`src/dsc_defs.vh`:
```
// constants for the dual switch control block
`ifndef DSC_DEFS_VH
`define DSC_DEFS_VH
// spi frame length in bits
`define DSC_FRAME_BITS      16
`define DSC_FRAME_CNT_W     5
// control word field layout of a received frame
`define DSC_F_MODE0_LO      0
`define DSC_F_MODE1_LO      2
`define DSC_F_SENSE_SEL     4
`define DSC_F_RATIO0        5
`define DSC_F_RATIO1        6
`define DSC_F_DUTY0_LO      8
`define DSC_F_DUTY1_LO      12
// channel control modes
`define DSC_MODE_DIRECT     2'h0
`define DSC_MODE_INT_CLK    2'h1
`define DSC_MODE_EXT_CLK    2'h2
// reset values
`define DSC_RST_MODE        2'h0
`define DSC_RST_DUTY        4'h8
// watchdog: frame must arrive within this time, in us
`define DSC_WD_TIME_US      32'd1000
`define DSC_CLK_MHZ         32'd200
`define DSC_WD_CYCLES       (`DSC_WD_TIME_US * `DSC_CLK_MHZ)
// internal pwm prescaler, last count of a pwm step (256 cycles per step)
`define DSC_INT_PRESC       16'h00ff
// sense settling time after a switch change, ns, rounded up
`define DSC_SETTLE_NS       32'd1000
`define DSC_SETTLE_CYCLES   ((`DSC_SETTLE_NS + 32'd4) / 32'd5)
`endif

```
`src/dsc_top.v`:
```
// control logic of the dual high side switch
`timescale 1ns/1ps
`include "dsc_defs.vh"

// Function
// - in direct mode each switch follows its direct input level
// - each channel selects external clock, internal clock or direct input
// - internal clock mode switches autonomously from an on-chip pwm
// - external clock mode takes its pwm time base from the clock pin
// - lost spi traffic enters fail-safe; switches follow direct inputs
// - fail-safe drives the open-drain fail-safe flag low
// - fault mode drives the open-drain fault flag low
// - reset input returns configuration and fault registers to defaults
// - after reset sleep is entered only if no direct input is active
// - profile select pins choose bulb or motor over-current profile
// - spi settings select current or temperature sense and the ratio
// - every spi frame is sixteen bits long
// - sense sync output asserts while sense output is settled
module dsc_top #(
	parameter WD_CYCLES = `DSC_WD_CYCLES
) (
	input  wire        core_clk,
	input  wire        resetn,
	input  wire        direct_ctrl_ch0,
	input  wire        direct_ctrl_ch1,
	input  wire        profile_sel_ch0,
	input  wire        profile_sel_ch1,
	input  wire        init_pin_n,
	input  wire        pwm_clock_pin,
	input  wire        spi_select_n,
	input  wire        spi_sclk,
	input  wire        spi_sdi,
	output reg         spi_sdo,
	input  wire [1:0]  fault_event,
	output reg         switch_out_ch0,
	output reg         switch_out_ch1,
	output reg  [1:0]  motor_profile,
	output reg         sense_temp_sel,
	output reg  [1:0]  sense_ratio_hi,
	output reg         sleep_mode,
	output wire        failsafe_flag_n_o,
	output wire        failsafe_flag_n_oe,
	output wire        fault_flag_n_o,
	output wire        fault_flag_n_oe,
	output wire        sense_sync_n_o,
	output wire        sense_sync_n_oe
);
	// two-flop synchronisers for every pin input except resetn; left out of reset so
	// the true pin levels are in place when reset is released
	localparam NSYNC = 11;
	wire [NSYNC-1:0] pin_raw;
	wire [NSYNC-1:0] pin_s;
	assign pin_raw = {fault_event, pwm_clock_pin, spi_sdi, spi_sclk,
		spi_select_n, init_pin_n, profile_sel_ch1, profile_sel_ch0,
		direct_ctrl_ch1, direct_ctrl_ch0};
	genvar gi;
	generate
		for (gi = 0; gi < NSYNC; gi = gi + 1) begin : g_sync
			reg meta_q;
			reg stab_q;
			always @(posedge core_clk) begin
				meta_q <= pin_raw[gi];
				stab_q <= meta_q;
			end
			assign pin_s[gi] = stab_q;
		end
	endgenerate
	wire       din0_s  = pin_s[0];
	wire       din1_s  = pin_s[1];
	wire [1:0] prof_s  = pin_s[3:2];
	wire       init_s  = pin_s[4];
	wire       sel_n_s = pin_s[5];
	wire       sclk_s  = pin_s[6];
	wire       sdi_s   = pin_s[7];
	wire       pclk_s  = pin_s[8];
	wire [1:0] flt_s   = pin_s[10:9];

	// combined reset: core reset or init pin held low
	wire rst_all = !resetn || !init_s;

	// spi and pwm clock edge detection on synchronised levels
	reg sclk_q;
	reg pclk_q;
	always @(posedge core_clk) begin
		if (!resetn) begin
			sclk_q <= 1'b0;
			pclk_q <= 1'b0;
		end else begin
			sclk_q <= sclk_s;
			pclk_q <= pclk_s;
		end
	end
	wire sclk_rise = sclk_s && !sclk_q;
	wire sclk_fall = !sclk_s && sclk_q;
	wire pclk_rise = pclk_s && !pclk_q;

	// 16-bit shift register; previous frame shifts out for daisy chains
	reg [15:0]                shift_q;
	reg [`DSC_FRAME_CNT_W-1:0] bits_q;
	reg                       sel_q;
	reg                       frame_ok;
	always @(posedge core_clk) begin
		if (rst_all) begin
			shift_q <= 16'h0000;
			bits_q  <= 5'h00;
			sel_q   <= 1'b0;
			spi_sdo <= 1'b0;
		end else begin
			sel_q <= !sel_n_s;
			if (sel_n_s) begin
				bits_q <= 5'h00;
			end else if (sclk_rise) begin
				shift_q <= {shift_q[14:0], sdi_s};
				bits_q  <= bits_q + 5'h01;
			end
			// msb stands while deselected, ready before the first clock
			if (sel_n_s || sclk_fall) begin
				spi_sdo <= shift_q[15];
			end
		end
	end
	// a frame counts only when the 5-bit clock count reads sixteen at deselect
	always @* begin
		frame_ok = sel_q && sel_n_s &&
			(bits_q == `DSC_FRAME_BITS);
	end

	// configuration registers loaded from a valid frame
	reg [1:0] mode0_q;
	reg [1:0] mode1_q;
	reg [3:0] duty0_q;
	reg [3:0] duty1_q;
	always @(posedge core_clk) begin
		if (rst_all) begin
			mode0_q        <= `DSC_RST_MODE;
			mode1_q        <= `DSC_RST_MODE;
			duty0_q        <= `DSC_RST_DUTY;
			duty1_q        <= `DSC_RST_DUTY;
			sense_temp_sel <= 1'b0;
			sense_ratio_hi <= 2'h0;
		end else if (frame_ok) begin
			mode0_q <= shift_q[`DSC_F_MODE0_LO+1:`DSC_F_MODE0_LO];
			mode1_q <= shift_q[`DSC_F_MODE1_LO+1:`DSC_F_MODE1_LO];
			duty0_q <= shift_q[`DSC_F_DUTY0_LO+3:`DSC_F_DUTY0_LO];
			duty1_q <= shift_q[`DSC_F_DUTY1_LO+3:`DSC_F_DUTY1_LO];
			sense_temp_sel <= shift_q[`DSC_F_SENSE_SEL];
			sense_ratio_hi <= {shift_q[`DSC_F_RATIO1],
				shift_q[`DSC_F_RATIO0]};
		end
	end

	// watchdog: no valid frame for WD_CYCLES means fail-safe
	reg [31:0] wd_q;
	reg        fs_q;
	always @(posedge core_clk) begin
		if (rst_all) begin
			wd_q <= 32'h00000000;
			fs_q <= 1'b0;
		end else if (frame_ok) begin
			wd_q <= 32'h00000000;
			fs_q <= 1'b0;
		end else if (wd_q >= WD_CYCLES - 1) begin
			fs_q <= 1'b1;
		end else begin
			wd_q <= wd_q + 32'h00000001;
		end
	end

	// internal pwm counter free-running from the core clock, external one counting clock pin rises
	reg [15:0] presc_q;
	reg [3:0]  int_cnt_q;
	reg [3:0]  ext_cnt_q;
	always @(posedge core_clk) begin
		if (rst_all) begin
			presc_q   <= 16'h0000;
			int_cnt_q <= 4'h0;
			ext_cnt_q <= 4'h0;
		end else begin
			if (presc_q == `DSC_INT_PRESC) begin
				presc_q   <= 16'h0000;
				int_cnt_q <= int_cnt_q + 4'h1;
			end else begin
				presc_q <= presc_q + 16'h0001;
			end
			if (pclk_rise) begin
				ext_cnt_q <= ext_cnt_q + 4'h1;
			end
		end
	end

	// per-channel switch decision
	reg [1:0] sw_d;
	always @* begin
		sw_d[0] = 1'b0;
		sw_d[1] = 1'b0;
		if (fs_q) begin
			sw_d = {din1_s, din0_s};
		end else begin
			case (mode0_q)
			`DSC_MODE_DIRECT:  sw_d[0] = din0_s;
			`DSC_MODE_INT_CLK: sw_d[0] = int_cnt_q < duty0_q;
			`DSC_MODE_EXT_CLK: sw_d[0] = ext_cnt_q < duty0_q;
			default:           sw_d[0] = 1'b0;
			endcase
			case (mode1_q)
			`DSC_MODE_DIRECT:  sw_d[1] = din1_s;
			`DSC_MODE_INT_CLK: sw_d[1] = int_cnt_q < duty1_q;
			`DSC_MODE_EXT_CLK: sw_d[1] = ext_cnt_q < duty1_q;
			default:           sw_d[1] = 1'b0;
			endcase
		end
	end

	// fault latch: reset wins over set, otherwise hold until reset
	reg [1:0] fault_q;
	reg       sleep_arm_q;
	always @(posedge core_clk) begin
		if (rst_all) begin
			fault_q     <= 2'h0;
			sleep_arm_q <= 1'b1;
		end else begin
			fault_q     <= fault_q | flt_s;
			sleep_arm_q <= 1'b0;
		end
	end

	// outputs, sleep and sense settling
	reg [7:0] settle_q;
	always @(posedge core_clk) begin
		if (rst_all) begin
			switch_out_ch0 <= 1'b0;
			switch_out_ch1 <= 1'b0;
			motor_profile  <= 2'h0;
			sleep_mode     <= 1'b0;
			settle_q       <= 8'h00;
		end else begin
			switch_out_ch0 <= sw_d[0] && !fault_q[0];
			switch_out_ch1 <= sw_d[1] && !fault_q[1];
			motor_profile  <= prof_s;
			if (sleep_arm_q) begin
				sleep_mode <= !(din0_s || din1_s);
			end else if (din0_s || din1_s || frame_ok) begin
				sleep_mode <= 1'b0;
			end
			if ((sw_d[0] != switch_out_ch0) ||
				(sw_d[1] != switch_out_ch1)) begin
				settle_q <= 8'h00;
			end else if (settle_q != `DSC_SETTLE_CYCLES) begin
				settle_q <= settle_q + 8'h01;
			end
		end
	end

	// open-drain flags: enable low means the pin is pulled low
	assign failsafe_flag_n_o  = 1'b0;
	assign failsafe_flag_n_oe = !fs_q;
	assign fault_flag_n_o     = 1'b0;
	assign fault_flag_n_oe    = !(|fault_q);
	assign sense_sync_n_o     = 1'b0;
	assign sense_sync_n_oe    =
		!(settle_q == `DSC_SETTLE_CYCLES);
endmodule

```
`config.mk`:
```
export PLATFORM = sky130hd
export DESIGN_NAME = dsc_top
export DESIGN_NICKNAME = d
export VERILOG_FILES = /design/src/dsc_top.v
export VERILOG_INCLUDE_DIRS = /design/src /design/src/src
export SDC_FILE = /design/constraint.sdc
export NUM_CORES = 1
export LEC_CHECK = 0
export BUFFER_PORTS_ARGS = -buffer_cell sky130_fd_sc_hd__buf_2
export CELL_PAD_IN_SITES_DETAIL_PLACEMENT = 1
export CELL_PAD_IN_SITES_GLOBAL_PLACEMENT = 1
export CORE_MARGIN = 4
export CORE_UTILIZATION = 35
export CTS_CLUSTER_DIAMETER = 30
export DETAILED_ROUTE_END_ITERATION = 16
export GPL_TIMING_DRIVEN = 1
export PLACE_DENSITY = 0.62
export SLEW_MARGIN = 30
export SYNTH_ARGS = -nofsm -noshare
export SYNTH_HDL_FRONTEND = slang
export SYNTH_SLANG_ARGS = --single-unit
```
`constraint.sdc`:
```
create_clock -name core_clk -period 2.59 [get_ports core_clk]
set_input_delay 0.777 -clock core_clk [delete_from_list [all_inputs] [get_ports core_clk]]
set_output_delay 0.777 -clock core_clk [all_outputs]
set_load 0.005 [all_outputs]
```
# Word-level counts from Yosys, hierarchy flattened
# Index checks and enable logic that the tools add are counted.
[op_classes] n_lt_le_gt_ge=5 bitwise=2 reduce_logical=33 eq_ne=10 n_mux=6 n_addsub=6
[ops] cell="adder 32 x 1 -> 32 bit, second input constant" n=1
[ops] cell=">= comparator 32 x 18 -> 1 bit, second input constant" n=1
[ops] cell="adder 16 x 1 -> 16 bit, second input constant" n=1
[ops] cell="equality test 16 x 8 -> 1 bit, second input constant" n=1
[ops] cell="less-than comparator 4 bit" n=4
[ops] cell="zero test 1 bit" n=12
[ops] cell="OR reduction 2 bit" n=5
[ops] cell="adder 4 x 1 -> 4 bit, second input constant" n=2
[ops] cell="adder 8 x 1 -> 8 bit, second input constant" n=1
[ops] cell="equality test 8 bit, second input constant" n=1
[ops] cell="!= test 8 bit, second input constant" n=1
[ops] cell="logical AND 1 bit" n=7
[ops] cell="case mux 1 bit (3 select lines)" n=2
[ops] cell="adder 5 x 1 -> 5 bit, second input constant" n=1
[ops] cell="equality test 5 bit, second input constant" n=1
[ops] cell="logical OR 1 bit" n=5
[ops] cell="equality test 2 x 1 -> 1 bit, second input constant" n=2
[ops] cell="equality test 2 bit, second input constant" n=2
[ops] cell="zero test 2 bit" n=2
[ops] cell="2-to-1 mux 1 bit" n=3
[ops] cell="2-to-1 mux 2 bit" n=1
[ops] cell="!= test 1 bit" n=2
[ops] cell="bitwise OR 2 bit" n=1
[ops] cell="AND reduction 2 bit" n=1
[ops] cell="2 further kinds" n=2
[word_totals] word_cells=108 reg_bits=135

# Depth between registers and ports, before layout
# Gate-level depths: netlist of the first run.
[logic_depth] ltp_word=6 ltp_mapped=9 ltp_nobuf=8

# Worst setup path before layout of the first run
# OpenSTA, ideal clock, no wires.
[synth_path] path_kind="reg-to-reg" start="reg presc_q[0]" end="reg presc_q[10]" path_buffers=2 period_less_slack_ns=1.952 path_slack_ns=0.638 arrival_ns=1.835 path_stages_with_launch=9 path_cell_list="dfxtp_1 > ha_1 > nand2_1 > nor3_1 > and3_1 > clkbuf_1 > nand2b_1 > buf_2 > nor2_1"
[synth_via] elab_chain_len=2 word_cells_on_any_way=3
[synth_lines] element="from (decl)" line_no="dsc_top.v:170" rtl="reg [15:0] presc_q;"
[synth_lines] element="from (signal assigned)" line_no="dsc_top.v:183" rtl="presc_q <= presc_q + 16'h0001;"
[synth_lines] element="branches (longest 2 deep; another with adder 16 x 1 -> 16 bit)"
# Several ways; the timed one is not identified.
# A chain may end at the register's enable or synchronous reset.

# Worst setup path in the final report of the first run
[layout_path] start="reg settle_q[1]" end="out sense_sync_n_oe"
[layout_via] elab_chain_len=2
[layout_lines] element="from (decl)" line_no="dsc_top.v:228" rtl="reg [7:0] settle_q;"
[layout_lines] element="from (signal assigned)" line_no="dsc_top.v:249" rtl="settle_q <= settle_q + 8'h01;"
[layout_lines] element="equality test 8 bit (no source line)"
[layout_lines] element="zero test 1 bit" line_no="dsc_top.v:261" rtl="!(settle_q == `DSC_SETTLE_CYCLES);"
[layout_lines] element="to (decl)" line_no="dsc_top.v:46" rtl="output wire sense_sync_n_oe"
# No other way between the ends.

==> results of run 1 <==
-- cells by family (layout without fill, tap and decap cells) --
kind of cell,Yosys count,count (layout)
compound gates,43,43
xor+xnor,49,49
fa+ha+maj,20,20
buf+inv,40,90
flops,135,135
mux,16,16
other cells,1,3
simple gates,234,234
-- cell type report --
cell class	count	area share
Sequential cell	135	0.4406
Multi-Input combinational cell	365	0.3696
Clock buffer	17	0.06936
Tap cell	180	0.03672
Timing Repair Buffer	37	0.03550
Clock inverter	15	0.03529
Inverter	21	0.01285
-- registers in the layout, summed over array words and instances, names as in the netlist, 2 cells and up --
register / cells
wd_q: 32
presc_q: 16
shift_q: 16
g_sync.meta_q: 11
g_sync.stab_q: 9
settle_q: 8
bits_q: 5
duty0_q: 4
duty1_q: 4
ext_cnt_q: 4
int_cnt_q: 4
fault_q: 2
mode0_q: 2
mode1_q: 2
motor_profile: 2
sense_ratio_hi: 2
-- per-stage QoR --
stage	setup TNS, ps	util	std cells	instance area (um2)
6_report	0	0.4351	770	6133
5_1_grt	-8.616	0.4351	770	6133
4_1_cts	0	0.4340	768	6118
3_5_place_dp	0	0.3885	736	5477
3_3_place_gp	0	0.3885	736	5477
2_1_floorplan	0	-	540	5136
-- critical path: cells and delay by family (launching register included) --
| family | cells | cell delay [ps] |
|---|---|---|
| fa+ha+maj | 1 | 140 |
| buf+inv | 2 | 300 |
| flops | 1 | 340 |
| simple gates | 3 | 450 |
-- power groups by stage --
stage / Sequential (mW) / Combinational, mW / Clock [mW]
global placement: 2.17 / 0.105 / 0
global route: 2.13 / 0.122 / 2.79
floorplan: 2.17 / 0.0658 / 0
finish: 2.12 / 0.105 / 2.60
CTS: 2.12 / 0.109 / 2.68
detailed placement: 2.17 / 0.109 / 0
-- layout by cell type (no fill, tap or decap), types with 14 or more instances in the layout --
cell,count
dfxtp_1,135
nor2_1,76
nand2_1,54
xor2_1,37
a21oi_1,25
buf_2,24
inv_1,20
and2_1,20
ha_1,20
nand3_1,17
clkbuf_16,17
mux2i_1,16
nor4_1,14
-- per-layer routing --
metal | vias to the layer above | global-route usage | wire length [um]
met5 | - | 0 | 0
met4 | 0 | 0.06671 | 202
met3 | 16 | 0.04328 | 267
li1 | 1884 | - | -
met1 | 1748 | 0.1712 | 4907
met2 | 29 | 0.2345 | 5214
-- repair_timing --
item,CTS,global route
gates resized for setup,0,0
setup endpoints to repair,0,1
setup buffers,0,2
hold endpoints to repair,0,0
-- worst max-delay path by stage --
| stage | endpoint | slack [ps] |
|---|---|---|
| after floorplan | presc_q[10]$_SDFF_PP0_ | 640 |
| after global placement | wd_q[5]$_SDFFE_PP0N_ | 450 |
| after detailed placement | wd_q[8]$_SDFFE_PP0N_ | 390 |
| after CTS | sense_sync_n_oe | 70 |
| after global routing | sense_sync_n_oe | -9 |
| final | sense_sync_n_oe | 150 |
==> flow_metrics.env, run 1 <==
export IMPL_worstHoldPathType="register to register"
export IMPL_start_util=0.3638
export IMPL_seq_area_frac_synth=0.5270
export IMPL_crit_chain="inv_1 > ha_1 > nand2_1 > nor3_1 > nand4b_1 > buf_2"
export IMPL_max_clock_freq_mhz=410.6
export IMPL_place_ws_ps=393.0
export IMPL_worstHoldStart="g_sync[8].meta_q$_DFF_P_"
export IMPL_worstSetupStartpoint="settle_q[1]$_SDFFE_PP0P_"
export IMPL_syn_avg_cell_area_um2=9.533
export IMPL_dr_pass1_iters=4
export IMPL_ff2ff_path_depth=6
export IMPL_fin_worst_skew_ps=8.277
export IMPL_htreeDepth=4
export IMPL_diodes=0
export IMPL_rows=43
export IMPL_drt_wirelength_per_cell_um=13.76
export IMPL_cpMaxStageDelayCell="dfxtp_1"
export IMPL_whs_path_depth=0
export IMPL_power_density_mw_per_mm2=787.3
export IMPL_grt_usage=0.1426
export IMPL_ys_ff_latch=135
export IMPL_status="finished, final reports clean"
export IMPL_p_clk_frac=0.538
export IMPL_synth_mux_area_fraction=0.03123
export IMPL_cp_end_kind="primary output"
export IMPL_multi_input_area_mm2=0.002267
export IMPL_synth_edff_count=0
export IMPL_syn_inst=538
export IMPL_synth_adder_area_share=0.04879
export IMPL_numCtsBuffers=17
export IMPL_synth_ff_type="dfxtp_1"
export IMPL_synth_top_cells_by_area="dfxtp_1 (53%), xor2_1 (6.3%), nor2_1 (5.6%), ha_1 (4.9%), nand2_1 (4.0%)"
export IMPL_die_height_um=129.1
export IMPL_hold_buffers=0
export IMPL_synth_most_common_cell="dfxtp_1"
export IMPL_syn_cell_area_mm2=0.005129
export IMPL_crit_type="register to primary output"
export IMPL_cts_root_buffer="clkbuf_16"
export IMPL_whs_ps=325.5
export IMPL_post_route_period_util=0.9404
export IMPL_switching_share=0.2166
export IMPL_tightest_slew_ps=578.2
export IMPL_clockBufferDepth=2
export IMPL_regArea_mm2=0.002703
export IMPL_slowest_delay_ps=340
export IMPL_drt_total_wl_um=10590
export IMPL_p_seq_frac=0.440
export IMPL_grt_pass1_wl_um=18570
export IMPL_core_mm2=0.01410
export IMPL_antenna_found_initial=0
export IMPL_clk_pin_slew_ps=60
export IMPL_io_buffers=24
export IMPL_power_mw=4.829
export IMPL_r2r_end="wd_q[5]$_SDFFE_PP0N_"
export IMPL_grt_max_degree=39
export IMPL_grt_ovfl_total=0
export IMPL_clock_sinks=135
export IMPL_pin_count=28
export IMPL_cap_violations=0
export IMPL_crit_required_ps=1810
export IMPL_synth_top_area_share=0.5270
export IMPL_yosys_top_cells_count="dfxtp_1 (135), nor2_1 (76), nand2_1 (54)"
export IMPL_die_w_um=129.1
export IMPL_maxSlewViolCount=0
export IMPL_setup_viol=0
export IMPL_min_to="g_sync[8].stab_q$_DFF_P_"
export IMPL_synth_compound_gate_area_share=0.05196
export IMPL_synthXorXnorAreaFrac=0.08368
export IMPL_synth_top_family_by_area="simple AND/OR/NAND/NOR gates"
export IMPL_ys_async_sr_fraction=0
export IMPL_power_static_leakage_nw=2.340
export IMPL_synth_largest_area_cell="dfxtp_1"
export IMPL_nFillCells=1620
export IMPL_p_switching_mw=1.046
export IMPL_slew_headroom=0.6145
export IMPL_critPathArrivalTime_ps=1660
export IMPL_drive_gt1_frac=0.1339
export IMPL_final_antenna_net_count=0
export IMPL_hold_viol=0
export IMPL_pwr_share_comb=0.022
export IMPL_drc=0
export IMPL_grt_pass1_vias=3883
export IMPL_nets=610
export IMPL_yosysUniqueCellTypes=45
export IMPL_period_needed_ps=2436
export IMPL_yosysWarnings=0
export IMPL_intPower_mw=3.783
export IMPL_setup_slack_ps=154.5
export IMPL_tritoncts="yes"
export IMPL_die_area_mm2=0.01665
export IMPL_r2r_slack_ps=380
export IMPL_peakVddDrop_mv=0.4219
export IMPL_drtIter0Drc=158
export IMPL_hpwlAfterDp_um=7424
export IMPL_area_delta_synth_final_pct=19.59
export IMPL_synth_simple_area_share=0.2232
export IMPL_worst_r2r_startpoint="wd_q[12]$_SDFFE_PP0N_"
export IMPL_clk_latency_ps=420
export IMPL_critPathMaxFanout=5
export IMPL_vias_per_cell=4.775
export IMPL_num_vias=3677
export IMPL_routabilityCongestion=0.7737
export IMPL_startpoint_type="register"
No activity file was read; power rests on OpenSTA's default activity.
==> inputs of run 2 (changes only) <==
REMOVE_ABC_BUFFERS = 1   (was not set)
==> run 2 against run 1 <==
Effect of this change: die area did not move; first-iteration DRC count shrank 17%; register-to-register slack about the same; cell count is 0.26% lower; total power down 6.3%; flip-flop and latch count is the same; wire length increased by 0.63%; clock-buffer cell count increased by 3; sequential share of layout area grew 0.67 points; combinational power hardly changed; critical path depth did not move.
==> flow_metrics.env, run 2 (same netlist as run 1, synthesis figures left out) <==
export IMPL_status="finished, final reports clean"
export IMPL_tritoncts="yes"
export IMPL_power_mw=4.524
export IMPL_drt_total_wl_um=10660
export IMPL_post_route_period_util=0.8726
export IMPL_grt_usage=0.1397
export IMPL_die_area_mm2=0.01665
export IMPL_cts_root_buffer="clkbuf_16"
export IMPL_p_seq_frac=0.470
export IMPL_grt_ovfl_total=0
export IMPL_switching_share=0.2252
export IMPL_setup_viol=0
export IMPL_hold_buffers=0
export IMPL_grt_max_degree=21
export IMPL_grt_pass1_vias=3934
export IMPL_critPathArrivalTime_ps=1480
export IMPL_whs_ps=327.1
export IMPL_die_height_um=129.1
export IMPL_period_needed_ps=2260
export IMPL_worstHoldPathType="register to register"
export IMPL_max_clock_freq_mhz=442.5
export IMPL_antenna_found_initial=0
export IMPL_grt_pass1_wl_um=18640
export IMPL_nets=608
export IMPL_num_vias=3684
export IMPL_reg_top3="wd_q (32), presc_q (16), shift_q (16)"
export IMPL_drc=0
export IMPL_cts_repair_resize_count=0
export IMPL_power_static_leakage_nw=2.287
export IMPL_drt_wirelength_per_cell_um=13.88
export IMPL_hold_viol=0
export IMPL_critPathMaxFanout=5
export IMPL_fin_util=0.4286
export IMPL_htreeDepth=4
export IMPL_vias_per_cell=4.797
export IMPL_dr_max_layer_used="met4"
export IMPL_cap_violations=0
export IMPL_dpl_cell_count=735
export IMPL_wl_met1_um=5226
export IMPL_io_buffers=24
export IMPL_clk_latency_ps=410
export IMPL_area_delta_synth_final_pct=17.81
export IMPL_start_util=0.3638
export IMPL_maxSlewViolCount=0
export IMPL_intPower_mw=3.505
export IMPL_cp_end_kind="primary output"
export IMPL_pin_count=28
export IMPL_stdcell_count=768
export IMPL_fin_worst_skew_ps=7.515
export IMPL_regArea_mm2=0.002703
export IMPL_power_density_mw_per_mm2=748.7
export IMPL_dr_pass1_iters=4
export IMPL_dr_wl_met2_um=5023
export IMPL_final_common_cell="dfxtp_1"
export IMPL_cts_setup_buffers=0
export IMPL_place_ws_ps=376.2
export IMPL_clk_pin_slew_ps=60
export IMPL_clockBufferDepth=2
export IMPL_rsz0062_at_grt="false"
export IMPL_rows=43
export IMPL_core_mm2=0.01410
export IMPL_final_area_mm2=0.006042
export IMPL_p_switching_mw=1.019
export IMPL_dpl_cell_area_mm2=0.005469
export IMPL_drive_gt1_frac=0.1276
export IMPL_nFillCells=1619
export IMPL_largest_register_ffs=32
export IMPL_numCtsBuffers=17
export IMPL_hpwlAfterDp_um=7431
export IMPL_die_w_um=129.1
export IMPL_tns_ps=0
export IMPL_routabilityCongestion=0.7552
export IMPL_max_flop_register="wd_q"
export IMPL_diodes=0
export IMPL_startpoint_type="register"
export IMPL_final_cell_mix="dfxtp_1 (135), nor2_1 (76), nand2_1 (54)"
export IMPL_tightest_slew_ps=575.4
export IMPL_pwr_share_comb=0.023
export IMPL_multi_input_area_mm2=0.002267
export IMPL_peakVddDrop_mv=0.4301
export IMPL_clock_sinks=135
export IMPL_drtIter0Drc=131
export IMPL_setup_slack_ps=329.9
export IMPL_wl_met3_um=276
export IMPL_slew_headroom=0.6155
export IMPL_final_antenna_net_count=0
export IMPL_crit_required_ps=1810
export IMPL_crit_type="register to primary output"
export IMPL_p_clk_frac=0.507
run 2: cell types whose count changed in the layout (fill, tap and decap cells not counted):
| cell | change |
|---|---|
| inv_8 | -2 |
| clkbuf_8 | +1 |
| clkbuf_1 | +2 |
| bufinv_16 | -3 |
| buf_4 | -2 |
| clkinvlp_4 | +2 |
run 2: final timing paths:
check / slack (ps) / startpoint / cells past startpoint / endpoint
setup / recovery: 330 / settle_q[1]$_SDFFE_PP0P_ / 6 / sense_sync_n_oe
setup reg to reg: 390 / wd_q[12]$_SDFFE_PP0N_ / 6 / wd_q[5]$_SDFFE_PP0N_
hold reg to reg: 330 / g_sync[2].meta_q$_DFF_P_ / 0 / g_sync[2].stab_q$_DFF_P_
hold / removal: 330 / g_sync[2].meta_q$_DFF_P_ / 0 / g_sync[2].stab_q$_DFF_P_
run 2: layout make-up:
type / instances / share of cell area
sequential: 135 / 0.4473
multi-input combinational: 365 / 0.3752
clock buffer: 20 / 0.07393
tap: 180 / 0.03727
timing repair buffer: 35 / 0.03355
clock inverter: 12 / 0.01967
inverter: 21 / 0.01305
run 2: power by group through the flow:
stage | clock, mW | sequential (mW) | combinational (mW)
after global routing | 2.47 | 2.13 | 0.120
after floorplan | 0 | 2.17 | 0.0571
after CTS | 2.36 | 2.13 | 0.107
final | 2.29 | 2.12 | 0.104
after global placement | 0 | 2.17 | 0.103
after detailed placement | 0 | 2.17 | 0.107
run 2: worst max-delay path, stage by stage (launching register included):
cell and delay (ps):
dfxtp_1 350, inv_1 90, ha_1 150, nand2_1 50
nor3_1 130, nand4b_1 140, buf_2 150
run 2: layer usage:
layer / vias to the layer above / global-route usage
li1: 1881 / -
met2: 30 / 0.2299
met3: 11 / 0.03875
met4: 0 / 0.05065
met1: 1762 / 0.1756
met5: - / 0
